===== src/verilog/cic_pkg.sv =====
package cic_pkg;

    // Register byte offsets
    localparam logic [7:0] OFS_MODE      = 8'h80;
    localparam logic [7:0] OFS_POS_XLO   = 8'h82;
    localparam logic [7:0] OFS_POS_XHI   = 8'h83;
    localparam logic [7:0] OFS_POS_YLO   = 8'h84;
    localparam logic [7:0] OFS_POS_YHI   = 8'h85;
    localparam logic [7:0] OFS_C0_BLUE   = 8'h86;
    localparam logic [7:0] OFS_C0_GREEN  = 8'h87;
    localparam logic [7:0] OFS_C0_RED    = 8'h88;
    localparam logic [7:0] OFS_C1_BLUE   = 8'h8A;
    localparam logic [7:0] OFS_C1_GREEN  = 8'h8B;
    localparam logic [7:0] OFS_C1_RED    = 8'h8C;
    localparam logic [7:0] OFS_FIFO_THR  = 8'h8E;

    // Field positions
    localparam int POS_SIGN_BIT  = 7;
    localparam int POS_HI_MSB    = 1;
    localparam int RB_MSB        = 4;
    localparam int G_MSB         = 5;
    localparam int THR_MSB       = 3;
    localparam int MODE_MSB      = 1;

    // Values after reset
    localparam logic [1:0] RST_MODE      = 2'h0;
    localparam logic [4:0] RST_RB        = 5'h00;
    localparam logic [5:0] RST_G         = 6'h00;
    localparam logic [3:0] RST_THR       = 4'h0;
    localparam logic [7:0] RST_RDATA     = 8'h00;

    // Threshold chosen by hardware when programmed value is zero
    localparam logic [3:0] THR_AUTO      = 4'h8;
    localparam logic [3:0] THR_ZERO      = 4'h0;

    // Mode selector codes
    localparam logic [1:0] MODE_OFF      = 2'h0;
    localparam logic [1:0] MODE_CURSOR   = 2'h1;
    localparam logic [1:0] MODE_INK      = 2'h2;
    localparam logic [1:0] MODE_RSVD     = 2'h3;

    typedef struct packed {
        logic       sign;
        logic [9:0] mag;
    } cic_pos_t;

    typedef struct packed {
        logic [4:0] red;
        logic [5:0] green;
        logic [4:0] blue;
    } cic_color_t;

    localparam cic_pos_t   RST_POS   = '{sign: 1'b0, mag: 10'h000};
    localparam cic_color_t RST_COLOR = '{red: 5'h00, green: 6'h00, blue: 5'h00};

endpackage


===== src/verilog/cic_regs.sv =====
// Our own choice: the address-and-strobe port.
`timescale 1ns/100ps
//
// Contract
// - X low, X high, Y low writes wait for Y high write and next blank.
// - Y high write takes effect at start of next vertical non-display period.
// - Colour 0 blue, five bits, read/write in bits 4 to 0.
// - Colour 0 green, six bits, read/write in bits 5 to 0.
// - Colour 0 red, five bits, read/write in bits 4 to 0.
// - Colour 1 blue, five bits, read/write in bits 4 to 0.
// - Colour 1 green, six bits, read/write in bits 5 to 0.
// - Colour 1 red, five bits, read/write in bits 4 to 0.
// - Four-bit FIFO threshold steers display memory request arbitration.
// - Threshold value zero makes hardware pick the threshold itself.
// - Two-bit mode: 00 inactive, 01 cursor, 10 ink, 11 reserved.
module cic_regs #(
    parameter logic [3:0] AUTO_THRESH = cic_pkg::THR_AUTO
) (
    // Clock and reset
    input  wire logic         i_clock,
    input  wire logic         i_rst,
    // Register port
    input  wire logic [7:0]   i_addr,
    input  wire logic [7:0]   i_wdata,
    input  wire logic         i_wr,
    input  wire logic         i_rd,
    output logic [7:0]        o_rdata,
    // Display timing
    input  wire logic         i_vndp,
    // Layer control
    output logic [1:0]        o_mode,
    output logic              o_cursor_en,
    output logic              o_ink_en,
    // Cursor position
    output cic_pkg::cic_pos_t o_pos_x,
    output cic_pkg::cic_pos_t o_pos_y,
    output logic              o_pos_pending,
    // Colours
    output cic_pkg::cic_color_t o_color0,
    output cic_pkg::cic_color_t o_color1,
    // Memory request threshold
    output logic [3:0]        o_fifo_thresh,
    output logic              o_thresh_auto
);

    logic              vndp_r;
    logic              vstart;
    logic              wr_yhi;
    logic [3:0]        thresh_r;
    logic [7:0]        rdata_nxt;
    cic_pkg::cic_pos_t shadow_x_r;
    cic_pkg::cic_pos_t shadow_y_r;

    // Write decodes
    function automatic logic hit(input logic [7:0] ofs);
        hit = i_wr && (i_addr == ofs);
    endfunction

    assign wr_yhi = hit(cic_pkg::OFS_POS_YHI);

    // Start of vertical non-display period
    always_ff @(posedge i_clock or posedge i_rst) begin
        if (i_rst) begin
            vndp_r <= 1'b0;
        end else begin
            vndp_r <= i_vndp;
        end
    end

    assign vstart = i_vndp && !vndp_r;

    // Mode selector and decoded enables
    always_ff @(posedge i_clock or posedge i_rst) begin
        if (i_rst) begin
            o_mode      <= cic_pkg::RST_MODE;
            o_cursor_en <= 1'b0;
            o_ink_en    <= 1'b0;
        end else if (hit(cic_pkg::OFS_MODE)) begin
            o_mode      <= i_wdata[cic_pkg::MODE_MSB:0];
            o_cursor_en <= (i_wdata[cic_pkg::MODE_MSB:0] == cic_pkg::MODE_CURSOR);
            o_ink_en    <= (i_wdata[cic_pkg::MODE_MSB:0] == cic_pkg::MODE_INK);
        end
    end

    // Held position values
    always_ff @(posedge i_clock or posedge i_rst) begin
        if (i_rst) begin
            shadow_x_r <= cic_pkg::RST_POS;
            shadow_y_r <= cic_pkg::RST_POS;
        end else begin
            if (hit(cic_pkg::OFS_POS_XLO)) begin
                shadow_x_r.mag[7:0] <= i_wdata;
            end
            if (hit(cic_pkg::OFS_POS_XHI)) begin
                shadow_x_r.mag[9:8] <= i_wdata[cic_pkg::POS_HI_MSB:0];
                shadow_x_r.sign     <= i_wdata[cic_pkg::POS_SIGN_BIT];
            end
            if (hit(cic_pkg::OFS_POS_YLO)) begin
                shadow_y_r.mag[7:0] <= i_wdata;
            end
            if (wr_yhi) begin
                shadow_y_r.mag[9:8] <= i_wdata[cic_pkg::POS_HI_MSB:0];
                shadow_y_r.sign     <= i_wdata[cic_pkg::POS_SIGN_BIT];
            end
        end
    end

    cic_pos_commit u_commit (
        .i_clock    (i_clock),
        .i_rst      (i_rst),
        .i_arm      (wr_yhi),
        .i_vstart   (vstart),
        .i_shadow_x (shadow_x_r),
        .i_shadow_y (shadow_y_r),
        .o_pos_x    (o_pos_x),
        .o_pos_y    (o_pos_y),
        .o_pending  (o_pos_pending)
    );

    // Colour 0
    always_ff @(posedge i_clock or posedge i_rst) begin
        if (i_rst) begin
            o_color0 <= cic_pkg::RST_COLOR;
        end else begin
            if (hit(cic_pkg::OFS_C0_BLUE)) begin
                o_color0.blue <= i_wdata[cic_pkg::RB_MSB:0];
            end
            if (hit(cic_pkg::OFS_C0_GREEN)) begin
                o_color0.green <= i_wdata[cic_pkg::G_MSB:0];
            end
            if (hit(cic_pkg::OFS_C0_RED)) begin
                o_color0.red <= i_wdata[cic_pkg::RB_MSB:0];
            end
        end
    end

    // Colour 1
    always_ff @(posedge i_clock or posedge i_rst) begin
        if (i_rst) begin
            o_color1 <= cic_pkg::RST_COLOR;
        end else begin
            if (hit(cic_pkg::OFS_C1_BLUE)) begin
                o_color1.blue <= i_wdata[cic_pkg::RB_MSB:0];
            end
            if (hit(cic_pkg::OFS_C1_GREEN)) begin
                o_color1.green <= i_wdata[cic_pkg::G_MSB:0];
            end
            if (hit(cic_pkg::OFS_C1_RED)) begin
                o_color1.red <= i_wdata[cic_pkg::RB_MSB:0];
            end
        end
    end

    // Threshold register
    always_ff @(posedge i_clock or posedge i_rst) begin
        if (i_rst) begin
            thresh_r <= cic_pkg::RST_THR;
        end else if (hit(cic_pkg::OFS_FIFO_THR)) begin
            thresh_r <= i_wdata[cic_pkg::THR_MSB:0];
        end
    end

    cic_thresh_sel #(
        .AUTO_VALUE (AUTO_THRESH)
    ) u_thresh (
        .i_clock      (i_clock),
        .i_rst        (i_rst),
        .i_thresh_raw (thresh_r),
        .o_thresh     (o_fifo_thresh),
        .o_auto       (o_thresh_auto)
    );

    // Read multiplexer, unused bits zero
    always_comb begin
        rdata_nxt = 8'h00;
        case (i_addr)
            cic_pkg::OFS_MODE:     rdata_nxt = {6'h00, o_mode};
            cic_pkg::OFS_POS_XLO:  rdata_nxt = shadow_x_r.mag[7:0];
            cic_pkg::OFS_POS_XHI:  rdata_nxt = {shadow_x_r.sign, 5'h00, shadow_x_r.mag[9:8]};
            cic_pkg::OFS_POS_YLO:  rdata_nxt = shadow_y_r.mag[7:0];
            cic_pkg::OFS_POS_YHI:  rdata_nxt = {shadow_y_r.sign, 5'h00, shadow_y_r.mag[9:8]};
            cic_pkg::OFS_C0_BLUE:  rdata_nxt = {3'h0, o_color0.blue};
            cic_pkg::OFS_C0_GREEN: rdata_nxt = {2'h0, o_color0.green};
            cic_pkg::OFS_C0_RED:   rdata_nxt = {3'h0, o_color0.red};
            cic_pkg::OFS_C1_BLUE:  rdata_nxt = {3'h0, o_color1.blue};
            cic_pkg::OFS_C1_GREEN: rdata_nxt = {2'h0, o_color1.green};
            cic_pkg::OFS_C1_RED:   rdata_nxt = {3'h0, o_color1.red};
            cic_pkg::OFS_FIFO_THR: rdata_nxt = {4'h0, thresh_r};
            default:               rdata_nxt = 8'h00;
        endcase
    end

    // Read data valid in the cycle after the strobe
    always_ff @(posedge i_clock or posedge i_rst) begin
        if (i_rst) begin
            o_rdata <= cic_pkg::RST_RDATA;
        end else if (i_rd) begin
            o_rdata <= rdata_nxt;
        end else begin
            o_rdata <= cic_pkg::RST_RDATA;
        end
    end
endmodule


===== src/verilog/cic_pos_commit.sv =====
`timescale 1ns/100ps
module cic_pos_commit (
    // Clock and reset
    input  wire logic              i_clock,
    input  wire logic              i_rst,
    // Control
    input  wire logic              i_arm,
    input  wire logic              i_vstart,
    input  wire cic_pkg::cic_pos_t i_shadow_x,
    input  wire cic_pkg::cic_pos_t i_shadow_y,
    // Applied values
    output cic_pkg::cic_pos_t      o_pos_x,
    output cic_pkg::cic_pos_t      o_pos_y,
    output logic                   o_pending
);

    // Pending flag, a new arm wins over the clear
    always_ff @(posedge i_clock or posedge i_rst) begin
        if (i_rst) begin
            o_pending <= 1'b0;
        end else if (i_arm) begin
            o_pending <= 1'b1;
        end else if (i_vstart) begin
            o_pending <= 1'b0;
        end
    end

    // Apply held values at start of non-display period
    always_ff @(posedge i_clock or posedge i_rst) begin
        if (i_rst) begin
            o_pos_x <= cic_pkg::RST_POS;
            o_pos_y <= cic_pkg::RST_POS;
        end else if (i_vstart && o_pending && !i_arm) begin
            o_pos_x <= i_shadow_x;
            o_pos_y <= i_shadow_y;
        end
    end

endmodule


===== src/verilog/cic_thresh_sel.sv =====
`timescale 1ns/100ps
module cic_thresh_sel #(
    parameter logic [3:0] AUTO_VALUE = cic_pkg::THR_AUTO
) (
    // Clock and reset
    input  wire logic       i_clock,
    input  wire logic       i_rst,
    // Programmed value
    input  wire logic [3:0] i_thresh_raw,
    // Effective value
    output logic [3:0]      o_thresh,
    output logic            o_auto
);

    always_ff @(posedge i_clock or posedge i_rst) begin
        if (i_rst) begin
            o_thresh <= AUTO_VALUE;
            o_auto   <= 1'b1;
        end else if (i_thresh_raw == cic_pkg::THR_ZERO) begin
            o_thresh <= AUTO_VALUE;
            o_auto   <= 1'b1;
        end else begin
            o_thresh <= i_thresh_raw;
            o_auto   <= 1'b0;
        end
    end

endmodule


===== config.mk =====
export PLATFORM = sky130hd
export DESIGN_NAME = cic_regs
export DESIGN_NICKNAME = d
export VERILOG_FILES = /design/src/verilog/cic_pkg.sv /design/src/verilog/cic_regs.sv /design/src/verilog/cic_pos_commit.sv /design/src/verilog/cic_thresh_sel.sv
export SDC_FILE = /design/constraint.sdc
export NUM_CORES = 1
export LEC_CHECK = 0
export BUFFER_PORTS_ARGS = -buffer_cell sky130_fd_sc_hd__buf_2
export CORE_MARGIN = 10
export CORE_UTILIZATION = 54
export CTS_CLUSTER_SIZE = 10
export DETAILED_ROUTE_END_ITERATION = 7
export GPL_ROUTABILITY_DRIVEN = 0
export PLACE_DENSITY = 0.79
export SLEW_MARGIN = 20
export SYNTH_ARGS = -nofsm -noshare
export SYNTH_HDL_FRONTEND = slang
export SYNTH_SLANG_ARGS = --single-unit

===== constraint.sdc =====
create_clock -name i_clock -period 3.78 [get_ports i_clock]
set_clock_uncertainty 0.2 [all_clocks]
set_input_delay 0.756 -clock i_clock [delete_from_list [all_inputs] [get_ports i_clock]]
set_output_delay 0.756 -clock i_clock [all_outputs]
set_load 0.02 [all_outputs]

# Word level (Yosys, flattened, before mapping)
# Cells that the tools add are included.
[word_totals]
ff_bits = 99
word_cells = 64
out_inout_bits = 72
ram_bits = 0
n_memories = 0
rom_bits = 0
latchBits = 0
[classes]
shifts = 0
n_div = 0
n_eq_ne = 14
multipliers = 0
reduce_logical = 19
magnitude_cmp = 0
bitwise_logic = 0
mux = 6
n_addsub = 0
[ops]
columns = ["operator", "count"]
rows = [
  ["$eq 8x8->1 const B", 12],
  ["$pmux 8 s12", 1],
  ["$logic_and 1x1->1", 15],
  ["$mux 8", 1],
  ["$logic_not 4->1", 1],
  ["$mux 4", 1],
  ["$mux 1", 3],
  ["$eq 2x1->1 const B", 1],
  ["$eq 2x2->1 const B", 1],
  ["$logic_not 1->1", 2],
  ["$reduce_bool 2->1", 1],
]

# Depth between registers and ports, before layout
[logic_depth]
word_depth = 4
mapped_depth = 8

# By module
# From an unflattened synthesis, not the netlist that was laid out.
[unflattened]
hier_cells = 322
hier_area_um2 = 4476.8
[by_module_without_submodules]
columns = ["module", "cells_each", "area_per_inst_um2", "seq_area_each_um2", "instances"]
rows = [
  ["cic_regs", 259, 3354.5, 1776.7, 1],
  ["cic_pos_commit", 51, 955.9, 575.6, 1],
  ["cic_thresh_sel", 12, 166.4, 127.6, 1],
]

# Least setup slack after synthesis
# OpenSTA, ideal clock, no wires.
[synth_path]
path_type = "input to register"
from = "input port i_addr[5]"
to = "register thresh_r[2]"
required_ns = 3.455
path_buffers = 1
setup_ns = 0.125
cell_stages = 5
slack_ns = 1.172
t_arrival_ns = 2.283
path_cell_list = "or4b_4 nor3b_4 and3_2 buf_2 mux2_2"
[synth_via]
elab_chain_len = 2
[synth_lines]
columns = ["item", "line", "rtl"]
rows = [
  ["start, declared", "cic_regs.sv:23", "input wire logic [7:0] i_addr,"],
  ["$eq 8x8->1", "cic_regs.sv:56", "hit = i_wr && (i_addr == ofs);"],
  ["$logic_and 1x1->1", "cic_regs.sv:56", ""],
  ["end signal, assigned", "cic_regs.sv:157", "thresh_r <= cic_pkg::RST_THR;"],
  ["end signal, assigned", "cic_regs.sv:159", "thresh_r <= i_wdata[cic_pkg::THR_MSB:0];"],
  ["end, declared", "cic_regs.sv:49", "logic [3:0] thresh_r;"],
]
# No other way between the ends.
# A chain may end at the register's enable or synchronous reset.

# Worst setup path in the final report
[layout_path]
from = "input port i_addr[5]"
to = "register o_mode[1]"
[layout_via]
elab_chain_len = 2
[layout_lines]
columns = ["item", "line", "rtl"]
rows = [
  ["$eq 8x8->1", "cic_regs.sv:56", ""],
  ["$logic_and 1x1->1", "cic_regs.sv:56", ""],
  ["end signal, assigned", "cic_regs.sv:75", "o_mode <= cic_pkg::RST_MODE;"],
  ["end signal, assigned", "cic_regs.sv:79", "o_mode <= i_wdata[cic_pkg::MODE_MSB:0];"],
  ["end, declared", "cic_regs.sv:31", "output logic [1:0] o_mode,"],
]
# No other way between the ends.

==> impl_metrics.tcl <==
set metrics [dict create \
    outcome "finished, final reports clean" \
    io_buffers 92 \
    nNetsFinal 416 \
    ys_ff_latch 99 \
    num_antenna_cells 0 \
    synth_edf_count 0 \
    yosys_warnings 0 \
    cts.repair.resized 0 \
    syn_inst 312 \
    grt_max_degree 69 \
    start_util_pct 55.94 \
    vias 3000 \
    hold_path.class "flop to flop" \
    grt_usage_pct 18.32 \
    path_clk_slew_ps 100 \
    synth-seq-area-share_pct 57.07 \
    rows 32 \
    core_sq_um 7767 \
    grt_pass1_vias 2974 \
    drv_cap 0 \
    fin_crit_ps 2554 \
    hpwl_mm 7.992 \
    layout-drive-gt1-share_pct 55.00 \
    grt_setup_unrepaired "no" \
    syn_to_final_growth_pct 15.75 \
    synth_most_common_cell "dfrtp_1" \
    leakage_nw 2.673 \
    avgSynthCellArea_sq_um 13.93 \
    setup_violations 0 \
    clockBufferDepth 2 \
    post_cts_buffers 0 \
    finalSetupTns_ps 0 \
    grt-ovfl-total 0 \
    ios 93 \
    clkLatencyLatePin_ps 370 \
    finalPower_mw 1.948 \
    synthTopCellsByCount "dfrtp_1 (97), mux2_2 (89), nand3_1 (17)" \
    clock-sinks 99 \
    async_flop_share_pct 100.0 \
    synth_area_leader_cell "dfrtp_1" \
    die_h_um 109.7 \
    synth.cell_area_sq_um 4345 \
    fin_crit_sh_pct 67.55 \
    viasPerCell 5.976 \
    syn_nets 333 \
    synthFlopType "dfrtp_1" \
    synth_top_cells_by_area "dfrtp_1 (56%), mux2_2 (23%), nand3_1 (2.0%)" \
    drt_iter0_drc 288 \
    arrival_ps 2600 \
    die-width_um 109.7 \
    fillers 623 \
    fin_cells 502 \
    finalCoreUtilization_pct 64.76 \
    wire_per_inst_um 21.53 \
    startpoint_type "input port" \
    max_freq_mhz 391.6 \
    ir_drop_v 0.0001916 \
    wl_mm 10.81 \
    drc 0 \
    finalInstanceArea_sq_um 5030 \
    dp.cells 486 \
    powerDensity_nw_per_um2 387.3 \
    cts_inserted_buffers 9 \
    tightest_slew_ps 818.0 \
    synth.top_cell.area_share_pct 55.86 \
    placed_area_sq_um 4847 \
    die_area_sq_um 12040 \
    worstSetupPathType "input port to flop" \
    antenna_found_initial 0 \
    max-slew-margin-rel_pct 45.47 \
    first_pass_iters 4 \
    finalHoldViolCount 0 \
    drtAntennaViolNets 0 \
    synthDistinctLibCells 43 \
    ctsHoldBuffers 0 \
    cp.required_ps 3820 \
    crit_fanout 9 \
    end_kind "flop" \
    slew_viol_final 0 \
    grt_first_pass_wirelength_mm 16.92 \
    cts_root_buffer "clkbuf_8" \
    htreeDepth 3 \
    cts_tree "built" \
]
[logic make-up after synthesis]
family,Yosys count,synth area share [%]
buffers and inverters,26,2.908
AOI/OAI and AO/OA,25,4.319
and+or+nand+nor,65,9.934
muxes,97,25.77
DFF,99,57.07
[state kept, by name, summed over array words and instances, names as in the netlist]
register	cells
u_commit.o_pos_x	11
o_color0	16
shadow_x_r	11
o_color1	16
u_thresh.o_thresh	4
u_commit.o_pending	1
thresh_r	4
u_commit.o_pos_y	11
o_ink_en	1
o_mode	2
u_thresh.o_auto	1
vndp_r	1
o_rdata	8
o_cursor_en	1
shadow_y_r	11
[where the power goes]
part,internal [mW],switching (mW)
Clock,0.250,0.381
Sequential,1.10,0.0309
Combinational,0.0689,0.118
[per-layer routing]
layer	routed length (um)	vias to the layer above	track usage (%)
met5	0	-	0
met4	130	0	4.926
met3	853	14	4.740
met2	5256	138	28.92
met1	4566	1546	24.58
li1	-	1302	-
[worst max-delay path: stages]
cell and delay (ps):
buf_2 120, or4b_4 600, nor3_4 400, nand3_1 360, mux2_2 360
[cell usage in the layout (no fill, tap or decap), drive strengths merged, types with 3 or more instances in the layout]
master	n
a22o	3
a22oi	3
a31oi	5
a32oi	3
and3	8
buf	96
clkbuf	9
clkinv	3
dfrtp	97
inv	5
mux2	89
mux2i	5
mux4	3
nand2	8
nand3	20
nor2	5
nor2b	7
o21ai	4
[layout make-up]
type,instances,area (sq um),area share [%]
clock inverter,7,58.81,1.169
clock buffer,9,123.9,2.463
timing repair buffer,96,490.5,9.751
tap,102,127.6,2.537
multi-input combinational,187,1739,34.58
sequential,99,2480,49.30
inverter,2,10.01,0.1990
[worst paths after layout]
path	startpoint	to	slack (ps)	cells past startpoint
min in group asynchronous	i_rst	u_commit.o_pos_x[0]	350	2
min reg2reg	thresh_r[1]	u_thresh.o_thresh[1]	240	0
max	i_addr[5]	o_mode[1]	1230	5
max in group asynchronous	i_rst	u_thresh.o_thresh[3]	2240	3
min	thresh_r[1]	u_thresh.o_thresh[1]	240	0
max reg2reg	vndp_r	u_commit.o_pos_x[8]	2150	3
[metrics by stage]
| stage | hold WS [ps] | worst slack (ps) |
|---|---|---|
| after floorplan | 203.4 | 236.9 |
| after global placement | 230.1 | 953.4 |
| after detailed placement | 218.5 | 874.4 |
| after CTS | 240.2 | 1265 |
| after global routing | 267.5 | 1157 |
| final | 237.1 | 1226 |
Power figures use the tool's default switching activity.
